--- config.mk ---
export PLATFORM = sky130hd
export DESIGN_NAME = dsrw_top
export DESIGN_NICKNAME = d
export VERILOG_FILES = /design/src/hw/dsrw_sync.v /design/src/hw/dsrw_top.v
export VERILOG_INCLUDE_DIRS = /design/src /design/src/hw
export SDC_FILE = /design/constraint.sdc
export NUM_CORES = 1
export LEC_CHECK = 0
export ABC_AREA = 0
export CAP_MARGIN = 20
export CELL_PAD_IN_SITES_DETAIL_PLACEMENT = 1
export CELL_PAD_IN_SITES_GLOBAL_PLACEMENT = 2
export CORE_MARGIN = 2
export CORE_UTILIZATION = 41
export DETAILED_ROUTE_END_ITERATION = 6
export DONT_BUFFER_PORTS = 1
export GPL_ROUTABILITY_DRIVEN = 0
export PLACE_DENSITY = 0.92
export RECOVER_POWER = 50
export SYNTH_ARGS = -nofsm -noshare
export SYNTH_HDL_FRONTEND = slang
export SYNTH_SLANG_ARGS = --single-unit
--- constraint.sdc ---
create_clock -name core_clk -period 3.2 [get_ports core_clk]
set_input_delay 0 -clock core_clk [delete_from_list [all_inputs] [get_ports core_clk]]
set_output_delay 0 -clock core_clk [all_outputs]
set_load 0.02 [all_outputs]
--- src/hw/dsrw_defines.vh ---
// constants for the dual supply reset watchdog
// assumes a 100 MHz core clock; counts derive from times in their own units
`ifndef DSRW_DEFINES_VH
`define DSRW_DEFINES_VH

`define DSRW_CLK_HZ         100000000
// nominal reset hold, milliseconds
`define DSRW_HOLD_MS        200
// watchdog timeout, tenths of a second (1.6 s)
`define DSRW_WDOG_DS        16
`define DSRW_HOLD_CYCLES    ((`DSRW_CLK_HZ / 1000) * `DSRW_HOLD_MS)
`define DSRW_WDOG_CYCLES    ((`DSRW_CLK_HZ / 10) * `DSRW_WDOG_DS)
`define DSRW_CNT_W          28
`define DSRW_SYNC_RST       1'h1

`endif

--- src/hw/dsrw_sync.v ---
// two flip-flop synchroniser for one asynchronous level
// assumes core_clk free running; sys_rst asynchronous active high
`timescale 1ns/1ns
module dsrw_sync #(
  parameter RST_VAL = 1'h1
) (
  input  wire core_clk,  // core clock
  input  wire sys_rst,   // async reset
  input  wire async_in,  // pin level
  output reg  sync_out   // synchronised level
);
  reg meta;

  always @(posedge core_clk or posedge sys_rst) begin
    if (sys_rst) begin
      meta     <= RST_VAL;
      sync_out <= RST_VAL;
    end else begin
      meta     <= async_in;
      sync_out <= meta;
    end
  end
endmodule

--- src/hw/dsrw_top.v ---
// dual supply reset generator with edge-cleared watchdog
// assumes all inputs asynchronous to core_clk; sys_rst is power-on only
`timescale 1ns/1ns
`include "dsrw_defines.vh"
module dsrw_top #(
  parameter [`DSRW_CNT_W-1:0] HOLD_CYCLES = `DSRW_HOLD_CYCLES,
  parameter [`DSRW_CNT_W-1:0] WDOG_CYCLES = `DSRW_WDOG_CYCLES
) (
  input  wire core_clk,           // 100 MHz clock
  input  wire sys_rst,            // power-on reset, async high
  input  wire manual_reset_n,     // push-button, low asserts
  input  wire watchdog_strobe_in, // processor strobe
  input  wire strobe_float,       // high when strobe is unconnected
  input  wire supply_good_a,      // comparator a result
  input  wire supply_good_b,      // comparator b result
  output reg  reset_out_n,        // active-low reset
  output reg  reset_out           // active-high reset
);
  // ==========================================================
  // constants and helpers
  localparam [`DSRW_CNT_W-1:0] CNT_ZERO = {`DSRW_CNT_W{1'h0}};
  localparam [`DSRW_CNT_W-1:0] CNT_ONE  = {{(`DSRW_CNT_W-1){1'h0}}, 1'h1};

  // one-hot release states
  localparam [1:0]             ST_HOLD  = 2'h1;
  localparam [1:0]             ST_RUN   = 2'h2;

  // one step of either timer; limits must fit the counter width
  function [`DSRW_CNT_W-1:0] cnt_step;
    input [`DSRW_CNT_W-1:0] value;
    begin
      cnt_step = value + CNT_ONE;
    end
  endfunction

  // last count of a period of limit cycles
  function cnt_last;
    input [`DSRW_CNT_W-1:0] value;
    input [`DSRW_CNT_W-1:0] limit;
    begin
      cnt_last = (value == limit - CNT_ONE);
    end
  endfunction

  // ==========================================================
  // input synchronisers
  // reset levels read as a bad source, so reset holds after power-on
  wire mr_s;  // manual reset level
  wire wd_s;  // strobe level
  wire fl_s;  // strobe unconnected
  wire ga_s;  // supply a good
  wire gb_s;  // supply b good

  dsrw_sync #(
    .RST_VAL (1'h0)
  ) u_mr (
    .core_clk (core_clk),
    .sys_rst  (sys_rst),
    .async_in (manual_reset_n),
    .sync_out (mr_s)
  );

  dsrw_sync #(
    .RST_VAL (1'h0)
  ) u_wd (
    .core_clk (core_clk),
    .sys_rst  (sys_rst),
    .async_in (watchdog_strobe_in),
    .sync_out (wd_s)
  );

  dsrw_sync #(
    .RST_VAL (1'h1)
  ) u_fl (
    .core_clk (core_clk),
    .sys_rst  (sys_rst),
    .async_in (strobe_float),
    .sync_out (fl_s)
  );

  dsrw_sync #(
    .RST_VAL (1'h0)
  ) u_ga (
    .core_clk (core_clk),
    .sys_rst  (sys_rst),
    .async_in (supply_good_a),
    .sync_out (ga_s)
  );

  dsrw_sync #(
    .RST_VAL (1'h0)
  ) u_gb (
    .core_clk (core_clk),
    .sys_rst  (sys_rst),
    .async_in (supply_good_b),
    .sync_out (gb_s)
  );

  // ==========================================================
  // strobe edge detection
  reg                    wd_prev;
  wire                   wd_edge;

  // an edge in either direction counts
  assign wd_edge = wd_s ^ wd_prev;

  always @(posedge core_clk or posedge sys_rst) begin
    if (sys_rst) begin
      wd_prev <= 1'h0;
    end else begin
      wd_prev <= wd_s;
    end
  end

  // ==========================================================
  // watchdog counter
  reg  [`DSRW_CNT_W-1:0] wd_cnt;
  reg  [`DSRW_CNT_W-1:0] next_wd_cnt;
  wire                   wd_fire;

  // firing holds the count until the reset it causes clears it
  assign wd_fire = ~fl_s & cnt_last(wd_cnt, WDOG_CYCLES);

  // cleared under reset so a slow boot is not punished
  always @* begin
    if (reset_out || fl_s || wd_edge) begin
      next_wd_cnt = CNT_ZERO;
    end else if (!wd_fire) begin
      next_wd_cnt = cnt_step(wd_cnt);
    end else begin
      next_wd_cnt = wd_cnt;
    end
  end

  always @(posedge core_clk or posedge sys_rst) begin
    if (sys_rst) begin
      wd_cnt <= CNT_ZERO;
    end else begin
      wd_cnt <= next_wd_cnt;
    end
  end

  // ==========================================================
  // release sequence
  reg  [1:0]             state;
  reg  [1:0]             next_state;
  reg  [`DSRW_CNT_W-1:0] hold_cnt;
  reg  [`DSRW_CNT_W-1:0] next_hold_cnt;
  wire                   src_bad;
  wire                   restart;

  assign src_bad = ~mr_s | ~ga_s | ~gb_s;
  // any bad source or a watchdog fire restarts the full hold
  assign restart = src_bad | wd_fire;

  always @* begin
    next_state    = state;
    next_hold_cnt = hold_cnt;
    case (state)
      ST_HOLD: begin
        if (restart) begin
          next_hold_cnt = CNT_ZERO;
        end else if (cnt_last(hold_cnt, HOLD_CYCLES)) begin
          next_state = ST_RUN;
        end else begin
          next_hold_cnt = cnt_step(hold_cnt);
        end
      end
      ST_RUN: begin
        if (restart) begin
          next_state    = ST_HOLD;
          next_hold_cnt = CNT_ZERO;
        end
      end
      default: begin
        // an illegal code falls back to the safe asserted state
        next_state    = ST_HOLD;
        next_hold_cnt = CNT_ZERO;
      end
    endcase
  end

  always @(posedge core_clk or posedge sys_rst) begin
    if (sys_rst) begin
      state    <= ST_HOLD;
      hold_cnt <= CNT_ZERO;
    end else begin
      state    <= next_state;
      hold_cnt <= next_hold_cnt;
    end
  end

  // ==========================================================
  // reset outputs
  // both taken from one next state so they can never disagree
  always @(posedge core_clk or posedge sys_rst) begin
    if (sys_rst) begin
      reset_out   <= 1'h1;
      reset_out_n <= 1'h0;
    end else begin
      reset_out   <= (next_state != ST_RUN);
      reset_out_n <= (next_state == ST_RUN);
    end
  end
endmodule

==> impl_metrics.ini, run 1 <==
[status]
status = finished, final reports clean

[critical_path]
arrival_ns = 2.78
worstPathMaxFanout = 19
required_ns = 3.46
critPathLaunchType = flip-flop
r2r_cells = 6
r2r_start = wd_cnt[0]$_DFFE_PP0P_
cp-startpoint = wd_cnt[0]$_DFFE_PP0P_
endpoint_kind = flip-flop
crit_type = flip-flop to flip-flop

[layout]
utilization_pct = 46.2
design_area_um2 = 4050
fin_cells = 514
area_growth_pct = 8.49
drive_gt1_share_pct = 9.36
diodes = 0
nets = 412

[die]
num_io_pins = 9
num_rows = 34
die_y_um = 99.4
initial_utilization_pct = 42.6
core_area_um2 = 8760
fp.dieW_um = 99.4
die_area_um2 = 9880

[hold_path]
hp-start = watchdog_strobe_in
whs_path_depth = 1
min_path_type = primary input to flip-flop

[global_routing]
grt_max_degree = 41
grt_util_all_layers_pct = 20.4
antenna_found_initial = 0
grt_pass1_wl_um = 16200
grt_overflow = 0
first_global_vias = 3245

[timing]
tightest_slew_ns = 1.19
hold_viol = 0
finalMaxSlewViolations = 0
rsz0062_at_grt = false
finalSetupTns_ns = 0
finalSetupViolations = 0
fin_skew_ns = 0.00736
finalCritPeriodShare_pct = 78.8
final.min_clock_period_ns = 2.52
slew_headroom_pct = 20.8
max_freq_ghz = 0.397

[synth]
ys.flop_type = dfrtp_1
seq_area_frac_synth_pct = 47.8
postSynthAreaPerCell_um2 = 9.28
synth_top_area_share_pct = 45.0
yosys.cell_count.top_type = dfrtp_1
async_flop_share_pct = 100
netlist_area_um2 = 3730
synth_top_area_cell = dfrtp_1
synth_warnings = 0
ys_top_cells_by_area = dfrtp_1 45%, nand2_1 4.1%, a21oi_1 3.9%
synth_cell_types = 53
synth_edf_count = 0
syn_inst = 402
synth_common_cells = 67 x dfrtp_1, 41 x nand2_1, 30 x nor2_1
synth_seq_cells = 71
syn-num-nets = 413

[clock_tree]
clk_pin_slew_ns = 0.07
clockRootBuffer = clkbuf_8
clk_latency_ns = 0.34
htree_levels = 3
clock-sinks = 71
cts_buffers = 9
postCtsResizedCells = 0
cts.path.max_buffers = 2
postCtsSetupBuffers = 0
cts_tree = built
cts_hold_buf = 6

[detailed_routing]
ant_nets = 0
drc = 0
wirelength_um = 9330
vias_per_cell = 6.10
dr.first_iter.drc_count = 113
vias = 3134
detail_route.wl_per_cell_um = 18.1
dr.pass1.iters = 4

[power]
peakVddDrop_mv = 0.202
power_mw = 1.60
leakagePower_nw = 1.46
power.density_nw_per_um2 = 395

[placement]
dp_cells = 492
placed_area_um2 = 3810
port_buffers = 0
hpwl_um = 6350

[run]
maxCapViolations = 0
-- cell type report --
cell class / count / area [um2]
Timing Repair Buffer: 12 / 103
Clock buffer: 13 / 159
Inverter: 8 / 30.0
Tap cell: 108 / 135
Multi-Input combinational cell: 299 / 1820
Clock inverter: 3 / 17.5
Fill cell: 1014 / 4720
Sequential cell: 71 / 1780
-- layer usage --
metal  wire length, um  part of all wire, %  vias to the layer above  GRT usage (%)
met4               109                  1.2                        0           6.95
met3               322                  3.5                       13           2.74
met2              4200                   45                       51           30.7
met1              4690                   50                     1590           30.3
met5                 0                    0                        -              0
li1                  -                    -                     1480              -
-- flip-flops by register name (all words and copies together) (netlist names) --
name           flops
u_mr.sync_out      1
u_fl.meta          1
reset_out          1
u_ga.sync_out      1
u_wd.meta          1
u_ga.meta          1
u_wd.sync_out      1
u_gb.meta          1
reset_out_n        1
hold_cnt          28
wd_cnt            28
u_mr.meta          1
state              2
wd_prev            1
u_gb.sync_out      1
u_fl.sync_out      1
-- through the flow --
step / setup WS [ns] / hold WS, ns
after global placement: 0.805 / 0.00454
after detailed placement: 0.726 / 0.00456
after CTS: 0.685 / 0.190
after floorplan: 0.888 / 0.00448
final: 0.679 / 0.213
after global routing: 0.504 / 0.201
-- kinds of logic (layout without fill, tap and decap cells) --
family | after synthesis | count (layout) | synth area share, %
flip-flops | 71 | 71 | 47.8
multiplexers | 2 | 2 | 0.570
adder cells (fa/ha/maj) | 4 | 4 | 1.34
AO/OA/AOI/OAI | 75 | 75 | 12.8
AND/OR/NAND/NOR | 195 | 195 | 28.7
buffers and inverters | 32 | 36 | 3.42
XOR/XNOR | 23 | 23 | 5.40
-- where the power goes --
group          total, mW  internal (mW)  leakage, nW  switching, mW
combinational     0.0349        0.00892        0.411         0.0260
clock              0.656          0.322       0.0894          0.334
sequential         0.909          0.905        0.956        0.00364
total               1.60           1.24         1.46          0.364
-- worst max-delay path, stage by stage, from the launching register on --
cell and delay (ns):
dfrtp_1 0.43, ha_1 0.28, and4_1 0.30, and4_4 0.24
and3_1 0.38, or4_2 0.67, a21oi_1 0.16
-- placed cells by master, fill, tap and decap left out, drive strengths merged, types with 2 or more instances in the layout --
| cell type | instances |
|---|---|
| a21oi | 29 |
| nand2 | 41 |
| and4 | 5 |
| or3 | 20 |
| o31ai | 6 |
| o21ai | 11 |
| nor4bb | 3 |
| nand3 | 21 |
| or2 | 5 |
| clkbuf | 14 |
| ha | 4 |
| nor3 | 11 |
| clkinv | 2 |
| o21a | 2 |
| and2 | 2 |
| a31oi | 7 |
| dfstp | 4 |
| nor2b | 2 |
| nor2 | 30 |
| nand4 | 19 |
| xnor2 | 15 |
| nor4b | 4 |
| buf | 5 |
| o311ai | 3 |
| a211oi | 2 |
| and3 | 6 |
| dfrtp | 67 |
| a32oi | 2 |
| dlygate4sd3 | 6 |
| xor2 | 8 |
| o211ai | 4 |
| nor4 | 13 |
| or4 | 10 |
| inv | 8 |
-- worst paths after layout --
check | endpoint | slack (ns)
setup / recovery | wd_cnt[9]$_DFFE_PP0P_ | 0.68
min in group asynchronous | u_gb.meta$_DFF_PP0_ | 0.42
hold / removal | u_wd.meta$_DFF_PP0_ | 0.21
hold reg to reg | u_mr.sync_out$_DFF_PP0_ | 0.35
setup reg to reg | wd_cnt[9]$_DFFE_PP0P_ | 0.68
max in group asynchronous | hold_cnt[12]$_DFFE_PP0P_ | 1.19
No activity file was read; power rests on OpenSTA's default activity.
==> inputs of run 2 (changes only) <==
Settings changed: ABC_AREA 0 to 1, CORE_UTILIZATION 41 to 37.
Clock period 3.2 ns to 2.6 ns, I/O delays scaled along.
==> run 2 against run 1 <==
- clock-buffer cell count fell by 4
- cell count rose by 54%
- first-iteration DRC count rose by 95%
- flip-flop and latch count did not move
- setup slack got worse by 0.28 ns
- die area rose by 29%
- register-to-register slack got worse by 0.28 ns
- utilization fell by 3.3 points
- area after synthesis rose by 18%
- hold slack got worse by 0.015 ns
- non-clock buffer count rose by 3
- critical path type unchanged
- critical endpoint is now hold_cnt[5]$_DFFE_PP0P_
- largest power group is now clock
==> impl_metrics.ini, run 2 <==
[global_routing]
antenna_found_initial = 0
grt_util_all_layers_pct = 21.9
grt_pass1_wl_um = 22000
grt_max_degree = 42
grt_overflow = 0
first_global_vias = 4322

[hold_path]
min_to = u_mr.meta$_DFF_PP0_
whs_path_depth = 1
min_path_type = primary input to flip-flop
hp-start = manual_reset_n

[timing]
finalCritPeriodShare_pct = 84.7
setup_slack_ns = 0.397
final.min_clock_period_ns = 2.20
rsz0062_at_grt = false
hold_viol = 0
finalSetupTns_ns = 0
fin_skew_ns = 0.00903
max_freq_ghz = 0.454
finalSetupViolations = 0
finalMaxSlewViolations = 0
slew_headroom_pct = 16.7
tightest_slew_ns = 1.25

[die]
core_area_um2 = 11500
fp.dieW_um = 113
num_io_pins = 9
die_area_um2 = 12700
initial_utilization_pct = 38.2
die_y_um = 113
num_rows = 39

[synth]
synth_edf_count = 0
synth_top_area_cell = dfrtp_1
synth_common_cells = 203 x nand2_1, 123 x nor2_1, 67 x dfrtp_1
yosys.cell_count.top_type = nand2_1
async_flop_share_pct = 100
synth_top_area_share_pct = 38.3
syn_inst = 636
postSynthAreaPerCell_um2 = 6.89
ys_top_cells_by_area = dfrtp_1 38%, nand2_1 17%, nor2_1 11%
syn-num-nets = 647
seq_area_frac_synth_pct = 40.7
ys.flop_type = dfrtp_1
netlist_area_um2 = 4380
synth_cell_types = 33
synth_seq_cells = 71
synth_warnings = 0

[detailed_routing]
drc = 0
detail_route.wl_per_cell_um = 16.3
vias = 4078
dr.pass1.iters = 4
vias_per_cell = 5.14
wirelength_um = 13000
ant_nets = 0
dr.first_iter.drc_count = 220

[clock_tree]
cts_tree = built
cts_buffers = 9
cts_hold_buf = 6
htree_levels = 3
clk_pin_slew_ns = 0.07
clockRootBuffer = clkbuf_16
clk_latency_ns = 0.35
clock-sinks = 71
postCtsSetupBuffers = 0
postCtsResizedCells = 0
cts.path.max_buffers = 2

[run]
maxCapViolations = 0

[critical_path]
r2r_start = hold_cnt[0]$_DFFE_PP0P_
endpoint_kind = flip-flop
path_cells = ha_1 > nand3_2 > nor2_4 > nand2_1 > nor2_2 > nand2_1 > nand2_1 > nand2_2 > clkinv_2 > nand2_1 > nand2_1
regToRegSetupSlack_ns = 0.40
required_ns = 2.89
r2r_end = hold_cnt[5]$_DFFE_PP0P_
cpLargestDelayFamily = simple AND/OR/NAND/NOR gates
worstPathMaxFanout = 26
arrival_ns = 2.49
critPathLaunchType = flip-flop
path_buf_inv = 1
cpPeakStageDelay_ns = 0.47
crit_type = flip-flop to flip-flop
crit_slowest_cell = dfrtp_1
r2r_cells = 11
path_common_cell = nand2_1

[layout]
final_common_cell = nand2_1
fill_cells = 1465
area_growth_pct = 12.0
drive_gt1_share_pct = 7.83
diodes = 0
mostFrequentLayoutCells = 203 x nand2_1, 123 x nor2_1, 67 x dfrtp_1
utilization_pct = 42.8
nets = 657
reg_top3 = hold_cnt: 28 flops, wd_cnt: 28 flops, state: 2 flops

[status]
status = finished, final reports clean

[placement]
port_buffers = 0
dp_slack_ns = 0.374
hpwl_um = 9520

[power]
leakagePower_nw = 2.09
peakVddDrop_mv = 0.357
power.density_nw_per_um2 = 511
==> run 2: cell types whose count changed after synthesis, sizes merged, moves of 6 or more <==
| cell | delta |
|---|---|
| xnor2 | -6 |
| nand2 | +166 |
| nand4 | -6 |
| or3 | -20 |
| nand3 | +35 |
| a21oi | -24 |
| nor2 | +97 |
| inv | +57 |
| buf | +7 |
| or4 | -10 |
| nor3 | +10 |
| xor2 | +8 |
| nor4 | -13 |
| clkbuf | -15 |
==> run 2: how the worst max path moves through the flow <==
| stage | start | endpoint | slack (ns) | cells past startpoint |
|---|---|---|---|---|
| after floorplan | hold_cnt[0]$_DFFE_PP0P_ | hold_cnt[15]$_DFFE_PP0P_ | 0.79 | 12 |
| after global placement | hold_cnt[0]$_DFFE_PP0P_ | hold_cnt[9]$_DFFE_PP0P_ | 0.44 | 11 |
| after detailed placement | hold_cnt[0]$_DFFE_PP0P_ | hold_cnt[5]$_DFFE_PP0P_ | 0.37 | 11 |
| after CTS | hold_cnt[0]$_DFFE_PP0P_ | hold_cnt[5]$_DFFE_PP0P_ | 0.35 | 11 |
| after global routing | hold_cnt[0]$_DFFE_PP0P_ | hold_cnt[23]$_DFFE_PP0P_ | 0.14 | 11 |
| final | hold_cnt[0]$_DFFE_PP0P_ | hold_cnt[5]$_DFFE_PP0P_ | 0.40 | 11 |
==> run 2: cell type report <==
| class | count | area, um2 | share of cell area, % |
|---|---|---|---|
| multi-input cells | 482 | 2250 | 45.8 |
| flip-flops and latches | 71 | 1780 | 36.3 |
| clock buffers | 9 | 225 | 4.59 |
| repair buffers | 15 | 140 | 2.85 |
| clock inverters | 7 | 83.8 | 1.71 |
| inverters | 67 | 253 | 5.15 |
| well taps | 143 | 179 | 3.64 |
==> run 2: stage by stage <==
step	instance area (um2)	cells	total power, mW	hold slack [ns]
2_1_floorplan	4380	636	1.17	0.00448
3_3_place_gp	4540	772	1.18	-0.00278
3_5_place_dp	4540	772	1.18	0.00467
4_1_cts	4910	794	2.53	0.198
5_1_grt	4910	794	2.58	0.197
6_report	4910	794	2.51	0.198
==> run 2: cells by family (layout without fill, tap and decap cells) <==
| kind of cell | after synthesis | after routing | synth area share, % |
|---|---|---|---|
| XOR/XNOR | 25 | 25 | 5.00 |
| adder cells (fa/ha/maj) | 4 | 4 | 1.14 |
| buffers and inverters | 83 | 98 | 8.05 |
| AO/OA/AOI/OAI | 23 | 23 | 2.97 |
| AND/OR/NAND/NOR | 430 | 430 | 42.2 |
| flip-flops | 71 | 71 | 40.7 |
==> run 2: report_power, final <==
| group | leakage (nW) | switching (mW) | total, mW | internal (mW) |
|---|---|---|---|---|
| clock | 0.149 | 0.579 | 1.34 | 0.764 |
| sequential | 0.956 | 0.00482 | 1.12 | 1.11 |
| combinational | 0.990 | 0.0341 | 0.0470 | 0.0128 |
| total | 2.09 | 0.618 | 2.51 | 1.89 |
==> run 2: layer usage <==
layer  track usage, %  vias up  part of all wire [%]
li1                 -     2009                     -
met1             29.6     2008                    48
met2             36.0       47                    48
met3             3.43       14                   3.1
met4             7.40        0                   1.4
met5                0        -                     0
